**src/hw/rc_alu_pkg.sv**
```systemverilog
package rc_alu_pkg;

	// ----------------------------------------
	// Widths and constants
	// ----------------------------------------
	localparam int          DATA_W       = 16;
	localparam int          CNT_W        = 5;
	localparam int          BIT_W        = 4;
	localparam logic [15:0] RESET_WORD   = 16'h0000;
	localparam logic [15:0] WORD_ZERO    = 16'h0000;
	localparam logic [15:0] WORD_ONE     = 16'h0001;
	localparam logic [15:0] WORD_MINUS   = 16'hFFFF;
	localparam logic [15:0] PC_STEP      = 16'h0002;
	localparam logic [15:0] SIGN_MIN     = 16'h8000;
	localparam logic [15:0] SIGN_MAX     = 16'h7FFF;
	localparam logic [4:0]  SINGLE_MAX   = 5'h08;
	localparam logic [4:0]  DOUBLE_MAX   = 5'h10;
	localparam logic [4:0]  COUNT_MIN    = 5'h01;

	// ----------------------------------------
	// Operations
	// ----------------------------------------
	typedef enum logic [6:0] {
		op_nop,
		rotate_accum_left, rotate_index_left, rotate_accum_right, rotate_index_right,
		long_logical_left, long_logical_right, long_rotate_left, long_rotate_right,
		accum_minus_one, accum_plus_one, accum_ones_comp, accum_decrement,
		accum_increment, accum_twos_comp, accum_clear,
		accum_bit_set, accum_bit_clear, accum_bit_invert, accum_bit_test,
		index_minus_one, index_plus_one, index_ones_comp, index_decrement,
		index_increment, index_twos_comp, index_clear,
		index_bit_set, index_bit_clear, index_bit_invert, index_bit_test,
		link_set, link_clear, link_invert,
		accum_sign_to_link, index_sign_to_link, accum_low_to_link, index_low_to_link,
		accum_bit_to_link, index_bit_to_link,
		both_clear, both_plus_one, both_minus_one,
		copy_accum_to_index, copy_index_to_accum, swap_registers,
		and_into_accum, and_into_index, nor_into_accum, nor_into_index,
		ones_comp_accum_to_index, ones_comp_index_to_accum,
		negate_accum_to_index, negate_index_to_accum,
		inc_accum_to_index, inc_index_to_accum, pc_plus_two_to_index,
		dec_accum_to_index, dec_index_to_accum
	} op_type;

	typedef struct packed {
		op_type            op;
		logic [CNT_W-1:0]  count;
		logic [BIT_W-1:0]  bit_no;
		logic [15:0]       pc;
	} cmd_type;

	typedef struct packed {
		logic [15:0] accum;
		logic [15:0] index;
		logic        link_bit;
	} state_type;

endpackage

```
**src/hw/reg_change_alu.sv**
```systemverilog
`timescale 1ns/1ps

module reg_change_alu (
	input  wire logic                 MCLK,
	input  wire logic                 RESETN,
	input  wire logic                 CMD_VALID,
	input  wire rc_alu_pkg::cmd_type  CMD,
	output logic                      CMD_BAD,
	output rc_alu_pkg::state_type     STATE
);

	// ----------------------------------------
	// Architectural state
	// ----------------------------------------
	logic [15:0] accum_ff;
	logic [15:0] index_ff;
	logic        link_ff;
	logic        bad_ff;
	logic [15:0] nxt_accum;
	logic [15:0] nxt_index;
	logic        nxt_link;

	// ----------------------------------------
	// Decode helpers
	// ----------------------------------------
	function automatic logic is_single(input rc_alu_pkg::op_type op);
		return op inside {rc_alu_pkg::rotate_accum_left, rc_alu_pkg::rotate_index_left,
			rc_alu_pkg::rotate_accum_right, rc_alu_pkg::rotate_index_right};
	endfunction

	function automatic logic is_long(input rc_alu_pkg::op_type op);
		return op inside {rc_alu_pkg::long_logical_left, rc_alu_pkg::long_logical_right,
			rc_alu_pkg::long_rotate_left, rc_alu_pkg::long_rotate_right};
	endfunction

	// Signed overflow of a +1 or -1 step: only the extreme values wrap
	function automatic logic wrap_up(input logic [15:0] v);
		return v == rc_alu_pkg::SIGN_MAX;
	endfunction

	function automatic logic wrap_down(input logic [15:0] v);
		return v == rc_alu_pkg::SIGN_MIN;
	endfunction

	rc_alu_pkg::op_type op;
	wire logic [4:0]    cnt;
	wire logic [3:0]    bno;
	wire logic          single_op;
	wire logic          long_op;
	wire logic          count_ok;
	wire logic          take;

	assign op        = CMD.op;
	assign cnt       = CMD.count;
	assign bno       = CMD.bit_no;
	assign single_op = is_single(op);
	assign long_op   = is_long(op);
	// Out-of-range counts are refused whole rather than wrapped: a partial shift is harder to spot
	assign count_ok  = (cnt >= rc_alu_pkg::COUNT_MIN)
		&& (cnt <= (single_op ? rc_alu_pkg::SINGLE_MAX : rc_alu_pkg::DOUBLE_MAX));
	assign take      = CMD_VALID && (!(single_op || long_op) || count_ok);

	// ----------------------------------------
	// Shift chain
	// ----------------------------------------
	wire logic        single_accum;
	wire logic        go_left;
	wire logic        rotate;
	wire logic [32:0] chain_in;
	wire logic [32:0] chain_out;
	wire logic [15:0] single_src;

	assign single_accum = op inside {rc_alu_pkg::rotate_accum_left, rc_alu_pkg::rotate_accum_right};
	assign single_src   = single_accum ? accum_ff : index_ff;
	assign go_left      = op inside {rc_alu_pkg::rotate_accum_left, rc_alu_pkg::rotate_index_left,
		rc_alu_pkg::long_logical_left, rc_alu_pkg::long_rotate_left};
	assign rotate       = !(op inside {rc_alu_pkg::long_logical_left, rc_alu_pkg::long_logical_right});

	// Single rotates use a 17-bit ring; link sits directly above the selected register so
	// the ring closes through link at bit 16 of a 17-bit slice
	wire logic [16:0] ring_in;
	wire logic [16:0] ring_out;
	logic      [16:0] ring_stage [0:8];

	assign ring_in       = {link_ff, single_src};
	assign ring_stage[0] = ring_in;

	genvar s;
	generate
		for (s = 0; s < 8; s++) begin : g_ring
			wire logic [16:0] moved;
			assign moved = go_left ? {ring_stage[s][15:0], ring_stage[s][16]}
				: {ring_stage[s][0], ring_stage[s][16:1]};
			assign ring_stage[s+1] = (5'(s) < cnt) ? moved : ring_stage[s];
		end
	endgenerate
	assign ring_out = ring_stage[8];

	// Chain order: link, accum, index (link at bit 32, index bit 0 at bit 0)
	assign chain_in = {link_ff, accum_ff, index_ff};

	chain_shifter u_chain (
		.chain_in  (chain_in),
		.count     (cnt),
		.go_left   (go_left),
		.rotate    (rotate),
		.chain_out (chain_out)
	);

	// ----------------------------------------
	// Arithmetic and bit helpers
	// ----------------------------------------
	wire logic [15:0] bit_mask;
	wire logic        accum_sel_bit;
	wire logic        index_sel_bit;
	wire logic [15:0] and_ax;
	wire logic [15:0] nor_ax;

	assign bit_mask      = rc_alu_pkg::WORD_ONE << bno;
	assign accum_sel_bit = accum_ff[bno];
	assign index_sel_bit = index_ff[bno];
	assign and_ax        = accum_ff & index_ff;
	assign nor_ax        = ~(accum_ff | index_ff);

	// ----------------------------------------
	// Next-state selection
	// ----------------------------------------
	always_comb begin
		nxt_accum = accum_ff;
		nxt_index = index_ff;
		nxt_link  = link_ff;
		unique case (op)
			rc_alu_pkg::rotate_accum_left, rc_alu_pkg::rotate_accum_right: begin
				{nxt_link, nxt_accum} = ring_out;
			end
			rc_alu_pkg::rotate_index_left, rc_alu_pkg::rotate_index_right: begin
				{nxt_link, nxt_index} = ring_out;
			end
			rc_alu_pkg::long_logical_left, rc_alu_pkg::long_logical_right,
			rc_alu_pkg::long_rotate_left, rc_alu_pkg::long_rotate_right: begin
				{nxt_link, nxt_accum, nxt_index} = chain_out;
			end
			rc_alu_pkg::accum_minus_one: nxt_accum = rc_alu_pkg::WORD_MINUS;
			rc_alu_pkg::accum_plus_one:  nxt_accum = rc_alu_pkg::WORD_ONE;
			rc_alu_pkg::accum_clear:     nxt_accum = rc_alu_pkg::WORD_ZERO;
			rc_alu_pkg::accum_ones_comp: nxt_accum = ~accum_ff;
			rc_alu_pkg::accum_twos_comp: nxt_accum = 16'(~accum_ff + rc_alu_pkg::WORD_ONE);
			rc_alu_pkg::accum_increment: begin
				nxt_accum = 16'(accum_ff + rc_alu_pkg::WORD_ONE);
				nxt_link  = link_ff | wrap_up(accum_ff);
			end
			rc_alu_pkg::accum_decrement: begin
				nxt_accum = 16'(accum_ff - rc_alu_pkg::WORD_ONE);
				nxt_link  = link_ff | wrap_down(accum_ff);
			end
			rc_alu_pkg::index_minus_one: nxt_index = rc_alu_pkg::WORD_MINUS;
			rc_alu_pkg::index_plus_one:  nxt_index = rc_alu_pkg::WORD_ONE;
			rc_alu_pkg::index_clear:     nxt_index = rc_alu_pkg::WORD_ZERO;
			rc_alu_pkg::index_ones_comp: nxt_index = ~index_ff;
			rc_alu_pkg::index_twos_comp: begin
				nxt_index = 16'(~index_ff + rc_alu_pkg::WORD_ONE);
				nxt_link  = link_ff | wrap_down(index_ff);
			end
			rc_alu_pkg::index_increment: begin
				nxt_index = 16'(index_ff + rc_alu_pkg::WORD_ONE);
				nxt_link  = link_ff | wrap_up(index_ff);
			end
			rc_alu_pkg::index_decrement: begin
				nxt_index = 16'(index_ff - rc_alu_pkg::WORD_ONE);
				nxt_link  = link_ff | wrap_down(index_ff);
			end
			rc_alu_pkg::accum_bit_set: begin
				nxt_accum = accum_ff | bit_mask;
				nxt_link  = accum_sel_bit;
			end
			rc_alu_pkg::accum_bit_clear: begin
				nxt_accum = accum_ff & ~bit_mask;
				nxt_link  = accum_sel_bit;
			end
			rc_alu_pkg::accum_bit_invert: begin
				nxt_accum = accum_ff ^ bit_mask;
				nxt_link  = accum_sel_bit;
			end
			rc_alu_pkg::index_bit_set: begin
				nxt_index = index_ff | bit_mask;
				nxt_link  = index_sel_bit;
			end
			rc_alu_pkg::index_bit_clear: begin
				nxt_index = index_ff & ~bit_mask;
				nxt_link  = index_sel_bit;
			end
			rc_alu_pkg::index_bit_invert: begin
				nxt_index = index_ff ^ bit_mask;
				nxt_link  = index_sel_bit;
			end
			rc_alu_pkg::accum_bit_test:     nxt_link = accum_sel_bit;
			rc_alu_pkg::index_bit_test:     nxt_link = index_sel_bit;
			rc_alu_pkg::link_set:           nxt_link = 1'b1;
			rc_alu_pkg::link_clear:         nxt_link = 1'b0;
			rc_alu_pkg::link_invert:        nxt_link = ~link_ff;
			rc_alu_pkg::accum_sign_to_link: nxt_link = accum_ff[15];
			rc_alu_pkg::index_sign_to_link: nxt_link = index_ff[15];
			rc_alu_pkg::accum_low_to_link:  nxt_link = accum_ff[0];
			rc_alu_pkg::index_low_to_link:  nxt_link = index_ff[0];
			rc_alu_pkg::accum_bit_to_link:  nxt_link = accum_sel_bit;
			rc_alu_pkg::index_bit_to_link:  nxt_link = index_sel_bit;
			rc_alu_pkg::both_clear: begin
				nxt_accum = rc_alu_pkg::WORD_ZERO;
				nxt_index = rc_alu_pkg::WORD_ZERO;
			end
			rc_alu_pkg::both_plus_one: begin
				nxt_accum = rc_alu_pkg::WORD_ONE;
				nxt_index = rc_alu_pkg::WORD_ONE;
			end
			rc_alu_pkg::both_minus_one: begin
				nxt_accum = rc_alu_pkg::WORD_MINUS;
				nxt_index = rc_alu_pkg::WORD_MINUS;
			end
			rc_alu_pkg::copy_accum_to_index: nxt_index = accum_ff;
			rc_alu_pkg::copy_index_to_accum: nxt_accum = index_ff;
			rc_alu_pkg::swap_registers: begin
				nxt_accum = index_ff;
				nxt_index = accum_ff;
			end
			rc_alu_pkg::and_into_accum: nxt_accum = and_ax;
			rc_alu_pkg::and_into_index: nxt_index = and_ax;
			rc_alu_pkg::nor_into_accum: nxt_accum = nor_ax;
			rc_alu_pkg::nor_into_index: nxt_index = nor_ax;
			rc_alu_pkg::ones_comp_accum_to_index: nxt_index = ~accum_ff;
			rc_alu_pkg::ones_comp_index_to_accum: nxt_accum = ~index_ff;
			rc_alu_pkg::negate_accum_to_index: begin
				nxt_index = 16'(~accum_ff + rc_alu_pkg::WORD_ONE);
				nxt_link  = link_ff | wrap_down(accum_ff);
			end
			rc_alu_pkg::negate_index_to_accum: begin
				nxt_accum = 16'(~index_ff + rc_alu_pkg::WORD_ONE);
				nxt_link  = link_ff | wrap_down(index_ff);
			end
			rc_alu_pkg::inc_accum_to_index: begin
				nxt_index = 16'(accum_ff + rc_alu_pkg::WORD_ONE);
				nxt_link  = link_ff | wrap_up(accum_ff);
			end
			rc_alu_pkg::inc_index_to_accum: begin
				nxt_accum = 16'(index_ff + rc_alu_pkg::WORD_ONE);
				nxt_link  = link_ff | wrap_up(index_ff);
			end
			rc_alu_pkg::dec_accum_to_index: begin
				nxt_index = 16'(accum_ff - rc_alu_pkg::WORD_ONE);
				nxt_link  = link_ff | wrap_down(accum_ff);
			end
			rc_alu_pkg::dec_index_to_accum: begin
				nxt_accum = 16'(index_ff - rc_alu_pkg::WORD_ONE);
				nxt_link  = link_ff | wrap_down(index_ff);
			end
			// The sequencer advances the program counter itself
			rc_alu_pkg::pc_plus_two_to_index: nxt_index = 16'(CMD.pc + rc_alu_pkg::PC_STEP);
			default: begin
			end
		endcase
	end

	// ----------------------------------------
	// Registers
	// ----------------------------------------
	always_ff @(posedge MCLK or negedge RESETN) begin
		if (!RESETN) begin
			accum_ff <= rc_alu_pkg::RESET_WORD;
			index_ff <= rc_alu_pkg::RESET_WORD;
			link_ff  <= 1'b0;
		end else if (take) begin
			accum_ff <= nxt_accum;
			index_ff <= nxt_index;
			link_ff  <= nxt_link;
		end
	end

	always_ff @(posedge MCLK or negedge RESETN) begin
		if (!RESETN) begin
			bad_ff <= 1'b0;
		end else begin
			bad_ff <= CMD_VALID && !take;
		end
	end

	assign STATE   = rc_alu_pkg::state_type'({accum_ff, index_ff, link_ff});
	assign CMD_BAD = bad_ff;

	// ----------------------------------------
	// Checks
	// ----------------------------------------
	rotate_ring_a: assert property (@(posedge MCLK) disable iff (!RESETN)
		CMD_VALID && op == rc_alu_pkg::rotate_accum_left && cnt == 5'h01
		|=> accum_ff == {$past(accum_ff[14:0]), $past(link_ff)} && link_ff == $past(accum_ff[15]))
		else $error("rotate left ring broken");

	rotate_right_a: assert property (@(posedge MCLK) disable iff (!RESETN)
		CMD_VALID && op == rc_alu_pkg::rotate_index_right && cnt == 5'h01
		|=> index_ff == {$past(link_ff), $past(index_ff[15:1])} && link_ff == $past(index_ff[0]))
		else $error("rotate right ring broken");

	bad_count_a: assert property (@(posedge MCLK) disable iff (!RESETN)
		CMD_VALID && long_op && cnt > rc_alu_pkg::DOUBLE_MAX
		|=> CMD_BAD && $stable(accum_ff) && $stable(index_ff) && $stable(link_ff))
		else $error("bad count not refused");

	long_left_a: assert property (@(posedge MCLK) disable iff (!RESETN)
		CMD_VALID && op == rc_alu_pkg::long_logical_left && cnt == 5'h10
		|=> index_ff == rc_alu_pkg::WORD_ZERO && accum_ff == $past(index_ff) && link_ff == $past(accum_ff[0]))
		else $error("long logical left wrong");

	long_right_a: assert property (@(posedge MCLK) disable iff (!RESETN)
		CMD_VALID && op == rc_alu_pkg::long_logical_right && cnt == 5'h01
		|=> accum_ff == {1'b0, $past(accum_ff[15:1])}
			&& index_ff == {$past(accum_ff[0]), $past(index_ff[15:1])} && link_ff == $past(index_ff[0]))
		else $error("long logical right wrong");

	long_rot_a: assert property (@(posedge MCLK) disable iff (!RESETN)
		CMD_VALID && op == rc_alu_pkg::long_rotate_right && cnt == 5'h01
		|=> accum_ff[15] == $past(link_ff) && index_ff[15] == $past(accum_ff[0]) && link_ff == $past(index_ff[0]))
		else $error("long rotate right wrong");

	inc_wrap_a: assert property (@(posedge MCLK) disable iff (!RESETN)
		CMD_VALID && op == rc_alu_pkg::accum_increment && accum_ff == rc_alu_pkg::SIGN_MAX
		|=> link_ff && accum_ff == rc_alu_pkg::SIGN_MIN)
		else $error("increment overflow missed");

	bit_change_a: assert property (@(posedge MCLK) disable iff (!RESETN)
		CMD_VALID && op == rc_alu_pkg::index_bit_invert
		|=> link_ff == $past(index_sel_bit) && (index_ff ^ $past(index_ff)) == $past(bit_mask))
		else $error("bit invert wrong");

	swap_pair_a: assert property (@(posedge MCLK) disable iff (!RESETN)
		CMD_VALID && op == rc_alu_pkg::swap_registers
		|=> accum_ff == $past(index_ff) && index_ff == $past(accum_ff) && $stable(link_ff))
		else $error("swap wrong");

	pc_index_a: assert property (@(posedge MCLK) disable iff (!RESETN)
		CMD_VALID && op == rc_alu_pkg::pc_plus_two_to_index
		|=> index_ff == 16'($past(CMD.pc) + rc_alu_pkg::PC_STEP) && $stable(accum_ff))
		else $error("pc plus two wrong");

endmodule

```
**src/hw/chain_shifter.sv**
```systemverilog
`timescale 1ns/1ps

// ----------------------------------------
// Barrel result of n one-position steps on a 33-bit chain
// ----------------------------------------
module chain_shifter (
	input  wire logic [32:0] chain_in,
	input  wire logic [4:0]  count,
	input  wire logic        go_left,
	input  wire logic        rotate,
	output logic      [32:0] chain_out
);

	logic [32:0] stage [0:16];

	assign stage[0] = chain_in;

	// Step k repeats the one-position move only while k is below the count
	genvar k;
	generate
		for (k = 0; k < 16; k++) begin : g_step
			wire logic [32:0] moved;
			// Going right the link takes the low end; only a rotate refills the top of the accumulator
			assign moved = go_left ? {stage[k][31:0], rotate & stage[k][32]}
				: {stage[k][0], rotate & stage[k][32], stage[k][31:1]};
			assign stage[k+1] = (5'(k) < count) ? moved : stage[k];
		end
	endgenerate

	assign chain_out = stage[16];

endmodule

```
**config.mk**
```make
export PLATFORM = sky130hd
export DESIGN_NAME = reg_change_alu
export DESIGN_NICKNAME = d
export VERILOG_FILES = /design/src/hw/rc_alu_pkg.sv /design/src/hw/reg_change_alu.sv /design/src/hw/chain_shifter.sv
export SDC_FILE = /design/constraint.sdc
export NUM_CORES = 2
export LEC_CHECK = 0
export BUFFER_PORTS_ARGS = -buffer_cell sky130_fd_sc_hd__buf_2
export CORE_UTILIZATION = 45
export CTS_CLUSTER_DIAMETER = 100
export DETAILED_ROUTE_END_ITERATION = 10
export GPL_TIMING_DRIVEN = 1
export MAX_ROUTING_LAYER = met4
export PLACE_DENSITY = 0.67
export SLEW_MARGIN = 10
export SYNTH_ARGS = -nofsm -noshare
export SYNTH_HDL_FRONTEND = slang
export SYNTH_SLANG_ARGS = --single-unit
```
**constraint.sdc**
```tcl
create_clock -name MCLK -period 5.3 [get_ports MCLK]
set_input_delay 0.53 -clock MCLK [delete_from_list [all_inputs] [get_ports MCLK]]
set_output_delay 0.53 -clock MCLK [all_outputs]
set_load 0.03 [all_outputs]
```
==> results summary, run 1 <==
The detailed placer's ending HPWL is roughly 150000 um. In this run the vertical extent of the chip is 236.4 um. The initial core utilization came out at 0.4575. The standard-cell row count came out at between 80 and 90. The clock tree root buffer cell is clkbuf_16. The gate count after technology mapping is just over 4000. After global routing the overflow that remains totals 2. The yosys synthesis warning count is 0. The global-route usage over all layers is 0.7106. The synthesized netlist net count is around 4200.

The number of port buffers is between 60 and 70. The number of unique standard cell types used by synthesis came out at roughly 110. It got as far as global routing and failed there.

Yosys mapped a number of flops with a built-in enable equal to 0. The number of clock sinks is 34. The final weighted congestion of routability-driven global placement came out at 1.279. The primary flip-flop cell chosen by synthesis mapping is dfrtp_1. The number of buffers on the longest clock path is 2.

The share of synthesized registers carrying an async set or reset is 1.000. The number of placed instances, taps included, is approximately 5800. The total I/O pin count is between 60 and 70. The flow did not finish. In this run, synthesis produced a sequential element count of 34. The cts-stage hold buffer count came out at 0.

The H-tree depth is 2. The average instance area after synthesis is 6.025 um^2. The total clock buffers created by CTS came out at 5. The pin count of the biggest net entering global routing came out at 68. The worst slack at placement came out at -1040 ps. The cell area that synthesis handed to floorplanning was between 20000 and 25000 um^2. Of the synthesized area, sequential elements account for 0.03442.

Measured along the x axis, the die boundary spans approximately 240 um. The tool reported: "[ERROR GRT-0232] Routing congestion too high. Check the congestion heatmap in the GUI".
## metrics by stage
stage	cell area (um^2)	hold slack, ps
2_1_floorplan	24720	234.4
4_1_cts	35370	357.3
3_5_place_dp	34260	653.4
3_3_place_gp	34260	656.5
## cell usage after synthesis (all sizes together), types with 41 or more instances
master   count  area (um^2)
a221oi      49        460.4
nand3      218         1091
o2111ai     41        365.3
o211ai     136         1026
nand2      441         1663
a211oi     111        863.3
a21oi      416         2090
clkbuf     245        919.6
a31oi      106        669.4
nand4       53        331.6
nor4        46        355.3
ha          71        888.4
nor3       173        903.4
nor2       430         1638
xnor2       63        578.1
o31ai       58        450.4
buf        168        935.9
o21ai      409         2051
and3        42        262.8
o22ai       89        556.8
## cells by family after synthesis
| group | synth area share |
|---|---|
| DFF | 0.03442 |
| xor gates and xnor gates | 0.02657 |
| adders and majority gates | 0.03594 |
| AOI/OAI and AO/OA | 0.5086 |
| and+or+nand+nor | 0.2994 |
| buffers and inverters | 0.08311 |
| muxes | 0.01195 |
## what timing repair did
| action | CTS |
|---|---|
| pin swaps | 50 |
| setup buffers | 31 |
| endpoints found under the setup margin | 33 |
| gates resized for setup | 159 |
## per-layer routing
layer  GRT usage  overflow
met5           -         -
met4      0.6009         0
met3      0.4650         0
met2      0.8862         2
met1      0.7593         0
==> run 2, diff against run 1 <==
--- a/config.mk
+++ b/config.mk
@@ -6,12 +6,10 @@
 export NUM_CORES = 2
 export LEC_CHECK = 0
 export BUFFER_PORTS_ARGS = -buffer_cell sky130_fd_sc_hd__buf_2
-export CORE_UTILIZATION = 45
-export CTS_CLUSTER_DIAMETER = 100
+export CORE_UTILIZATION = 30
 export DETAILED_ROUTE_END_ITERATION = 10
 export GPL_TIMING_DRIVEN = 1
-export MAX_ROUTING_LAYER = met4
-export PLACE_DENSITY = 0.67
+export PLACE_DENSITY_LB_ADDON = 0.15
 export SLEW_MARGIN = 10
 export SYNTH_ARGS = -nofsm -noshare
 export SYNTH_HDL_FRONTEND = slang
==> run 2 against run 1 <==
Against the previous run: the flow now finishes, with violations (setup timing); synthesized cell count unchanged; area after synthesis unchanged.
==> results summary, run 2 <==
The run finished, with violations left. The checks that failed: setup timing. The number of port buffers came out at around 70. Summing all non-filler instances in the final layout gives an area of approximately 42000 um^2. The clock transition time at the flip-flop clock pins of the worst setup and hold paths is ~50 ps.

The pin count of the biggest net entering global routing came out at 78. The fraction of final layout cells with drive strength greater than 1 is 0.4229. The max capacitance violation total came out at 0. The average instance area after synthesis is ~6 um^2.

The first global-routing pass estimated 315100 um of wire. The leakage power came out at 16.75 nW. The final setup TNS is -777.2 ps. Compared with the post-synthesis result, the final layout area differs by 67.97%.

By area the synthesized netlist is led by a21oi_1 8.4%, o21ai_0 7.9%, nand2_1 6.7%. Power spread over the standard cell area amounts to 354.4 nW/um^2. The congestion estimate from routability-driven global placement came to between 1 and 1.5. STA classifies the critical path endpoint as a flop. The register bit total from synthesis is 34.

For this run, the post-layout net count is 5491. In this run, CTS created clock tree buffers numbering 5. The number of unique standard cell types used by synthesis is 111. In this run the cell area measured after placement is about 36000 um^2. The first-pass iteration count of the detailed router is 6. The worst pin sits at a relative slew slack of 0.09299.

The overall via count from detail_route came out at roughly 45000. The worst register-to-register path begins at index_ff[5]. The highest net fanout along the worst path is 4. Setup repair after global routing could not meet its margin everywhere. The max-slew violation total from the final report came to 0. The share of the cycle needed by the critical path after routing came out at 1.028. The largest stage delay on the critical path is around 500 ps. The initial core utilization came out at 0.3049. The remaining number of nets flagged by the antenna check after routing came out at 0. The via count normalized by instance count is between 6 and 7. The clock skew is 7.908 ps.

Among all flip-flop cells after synthesis, the most frequent one is dfrtp_1. The number of global-route vias before repair is ~40000. The standard-cell row count is about 100.

a21oi_1 takes more of the synthesized area than any other cell. After global routing the overflow that remains totals 0. The number of cells on the worst reg-to-reg path is 20. The gate count after technology mapping came out at 4103.

Once layout is complete, the utilization of the core stands at 0.5122. The clock reaches the later pin of the worst-skew pair after slightly below 300 ps. The total design power is 14.72 mW.

The kind of cell with the highest combined delay along the critical path is compound AO/OA/AOI/OAI gates. The data arrival time of the critical path came out at ~5600 ps. The total length of routed wires came out at between 200000 and 250000 um. Counting every net in the synthesized netlist gives about 4200.

The most common cell type on the critical path is buf_4. The classification of the worst-slack hold path is input pin to async pin. The core area came out at 81070 um^2. The instance count after placement with tap cells included is 6282. The portion of synthesized cell area occupied by the leading cell type is 0.08382. 69 I/O pins were placed. Based on the critical path, the design can be clocked at up to 0.1835 GHz. The worst setup path is launched from an input pin. The slew of the pin with the lowest slew margin is between 1000 and 1500 ps. At the placement stage, the worst setup path has a slack of -1419 ps. Once routing completed, OpenROAD measured the worst setup slack at -149.3 ps. The number of filler instances in the final layout came out at ~8500. The buffer and inverter count on the worst path is 11. The data required time of the critical path is ~5500 ps. VDD sags by at most approximately 190 uV. For this design, the slowest cell found on the critical path is o211ai_1.

In this run the vertical extent of the chip is roughly 290 um. The most common cell in the synthesized netlist is nand2_1. The part of the Yosys area used for sequential elements is 0.03442.

The largest registers in the layout are accum_ff x16, index_ff x16. In this run the critical register-to-register path is captured at index_ff[8]. The full die area came out at roughly 84000 um^2. The synthesized netlist occupies a cell area of between 20000 and 25000 um^2. The number of DRC markers in iteration 0 came out at 6785.

Sorting the synthesized cells by how often they occur yields 438 x nand2_1, 428 x nor2_1, 414 x a21oi_1. From left edge to right edge, the die measures slightly below 300 um. The library cell used most frequently in the layout, excluding fill and tap cells, is buf_4. The yosys synthesis warning count is 0. The number of buffers on the longest clock path came out at 2. For this design, the CTS-stage hold fixing added 0 buffers. The final count of negative-setup-slack endpoints came out at 10. The TritonCTS clock tree is yes. Dividing the detail-routed wire length by the instance count gives 35.76 um. The number of non-filler instances in the completed layout came out at approximately 6500. The number of antenna violations at the first check in global routing is 14. The final critical delay including setup and external delays is roughly 5400 ps. The category of the most critical setup path is input pin to flop. The worst hold-check slack came out at 366.0 ps. The register-to-register path setup slack came out at around 10 ps. The DRC violation count after routing came out at 0.

In the layout the commonest cells are 1484 x buf_4, 424 x nand2_1, 382 x nor2_1. The global-route usage over all layers came out at 0.5268. Counting flops with an async set or reset pin after synthesis yields a share of 1.000. The cell sitting at the root of the clock tree is a clkbuf_16. The H-tree depth is 2. After legalization and detailed placement, the total HPWL measured around 180000 um. The number of clock sinks is 34. The number of synthesized flops with an enable pin is 0. The hold violation count in the final report is 0.
[run 2: cell counts after synthesis]
Identical to the previous run, type by type.
[run 2: worst reg2reg max path: cells and delay by family (launching register included)]
| kind | cells | cell delay (ps) |
|---|---|---|
| buffers and inverters | 6 | 1150 |
| DFF | 1 | 740 |
| AOI/OAI and AO/OA | 12 | 2580 |
| and+or+nand+nor | 2 | 720 |
[run 2: worst max path at each step]
stage | start | endpoint | cells after the start
finish | CMD[24] | index_ff[7] | 27
global route | CMD[24] | index_ff[7] | 24
CTS | CMD[21] | accum_ff[3] | 24
detailed placement | CMD[21] | index_ff[12] | 26
global placement | CMD[21] | index_ff[12] | 26
floorplan | CMD[23] | accum_ff[3] | 21
[run 2: where the power goes]
group	switching [mW]	internal, mW	total [mW]
clock	0.123	0.187	0.310
combinational	8.39	5.29	13.7
sequential	0.360	0.367	0.727
[run 2: cell families (layout without fill, tap and decap cells)]
kind of cell    after synthesis  count (layout)  share of synthesized area
xor+xnor                     72              72                    0.02657
flops                        34              34                    0.03442
buf+inv                     466            1749                    0.08311
compound gates             1872            1872                     0.5086
fa+ha+maj                    71              71                    0.03594
other cells                   0               9                          0
simple gates               1571            1571                     0.2994
mux                          17              17                    0.01195
[run 2: repair_timing]
action	CTS	global route
endpoints found under the setup margin	33	33
setup buffers	51	117
pin swaps	93	231
resized for setup	334	492
cloned	4	0
[run 2: area by class of cell]
type | count | area, um^2 | area share
Timing Repair Buffer | 1688 | 13690 | 0.3297
Inverter | 53 | 198.9 | 0.004791
Clock inverter | 1 | 5.005 | 0.0001205
Tap cell | 1060 | 1326 | 0.03194
Clock buffer | 7 | 142.6 | 0.003435
Multi-Input combinational cell | 3603 | 25280 | 0.6089
Antenna cell | 9 | 22.52 | 0.0005424
Sequential cell | 34 | 852.1 | 0.02052
[run 2: metal layers]
metal | GRT usage | vias to the layer above | routed length, um
met3 | 0.2004 | 1103 | 31770
met2 | 0.7652 | 3679 | 92720
met4 | 0.3805 | 20 | 21540
li1 | - | 18540 | -
met1 | 0.6316 | 21190 | 84540
met5 | 0 | - | 287
Power figures use the tool's default switching activity.
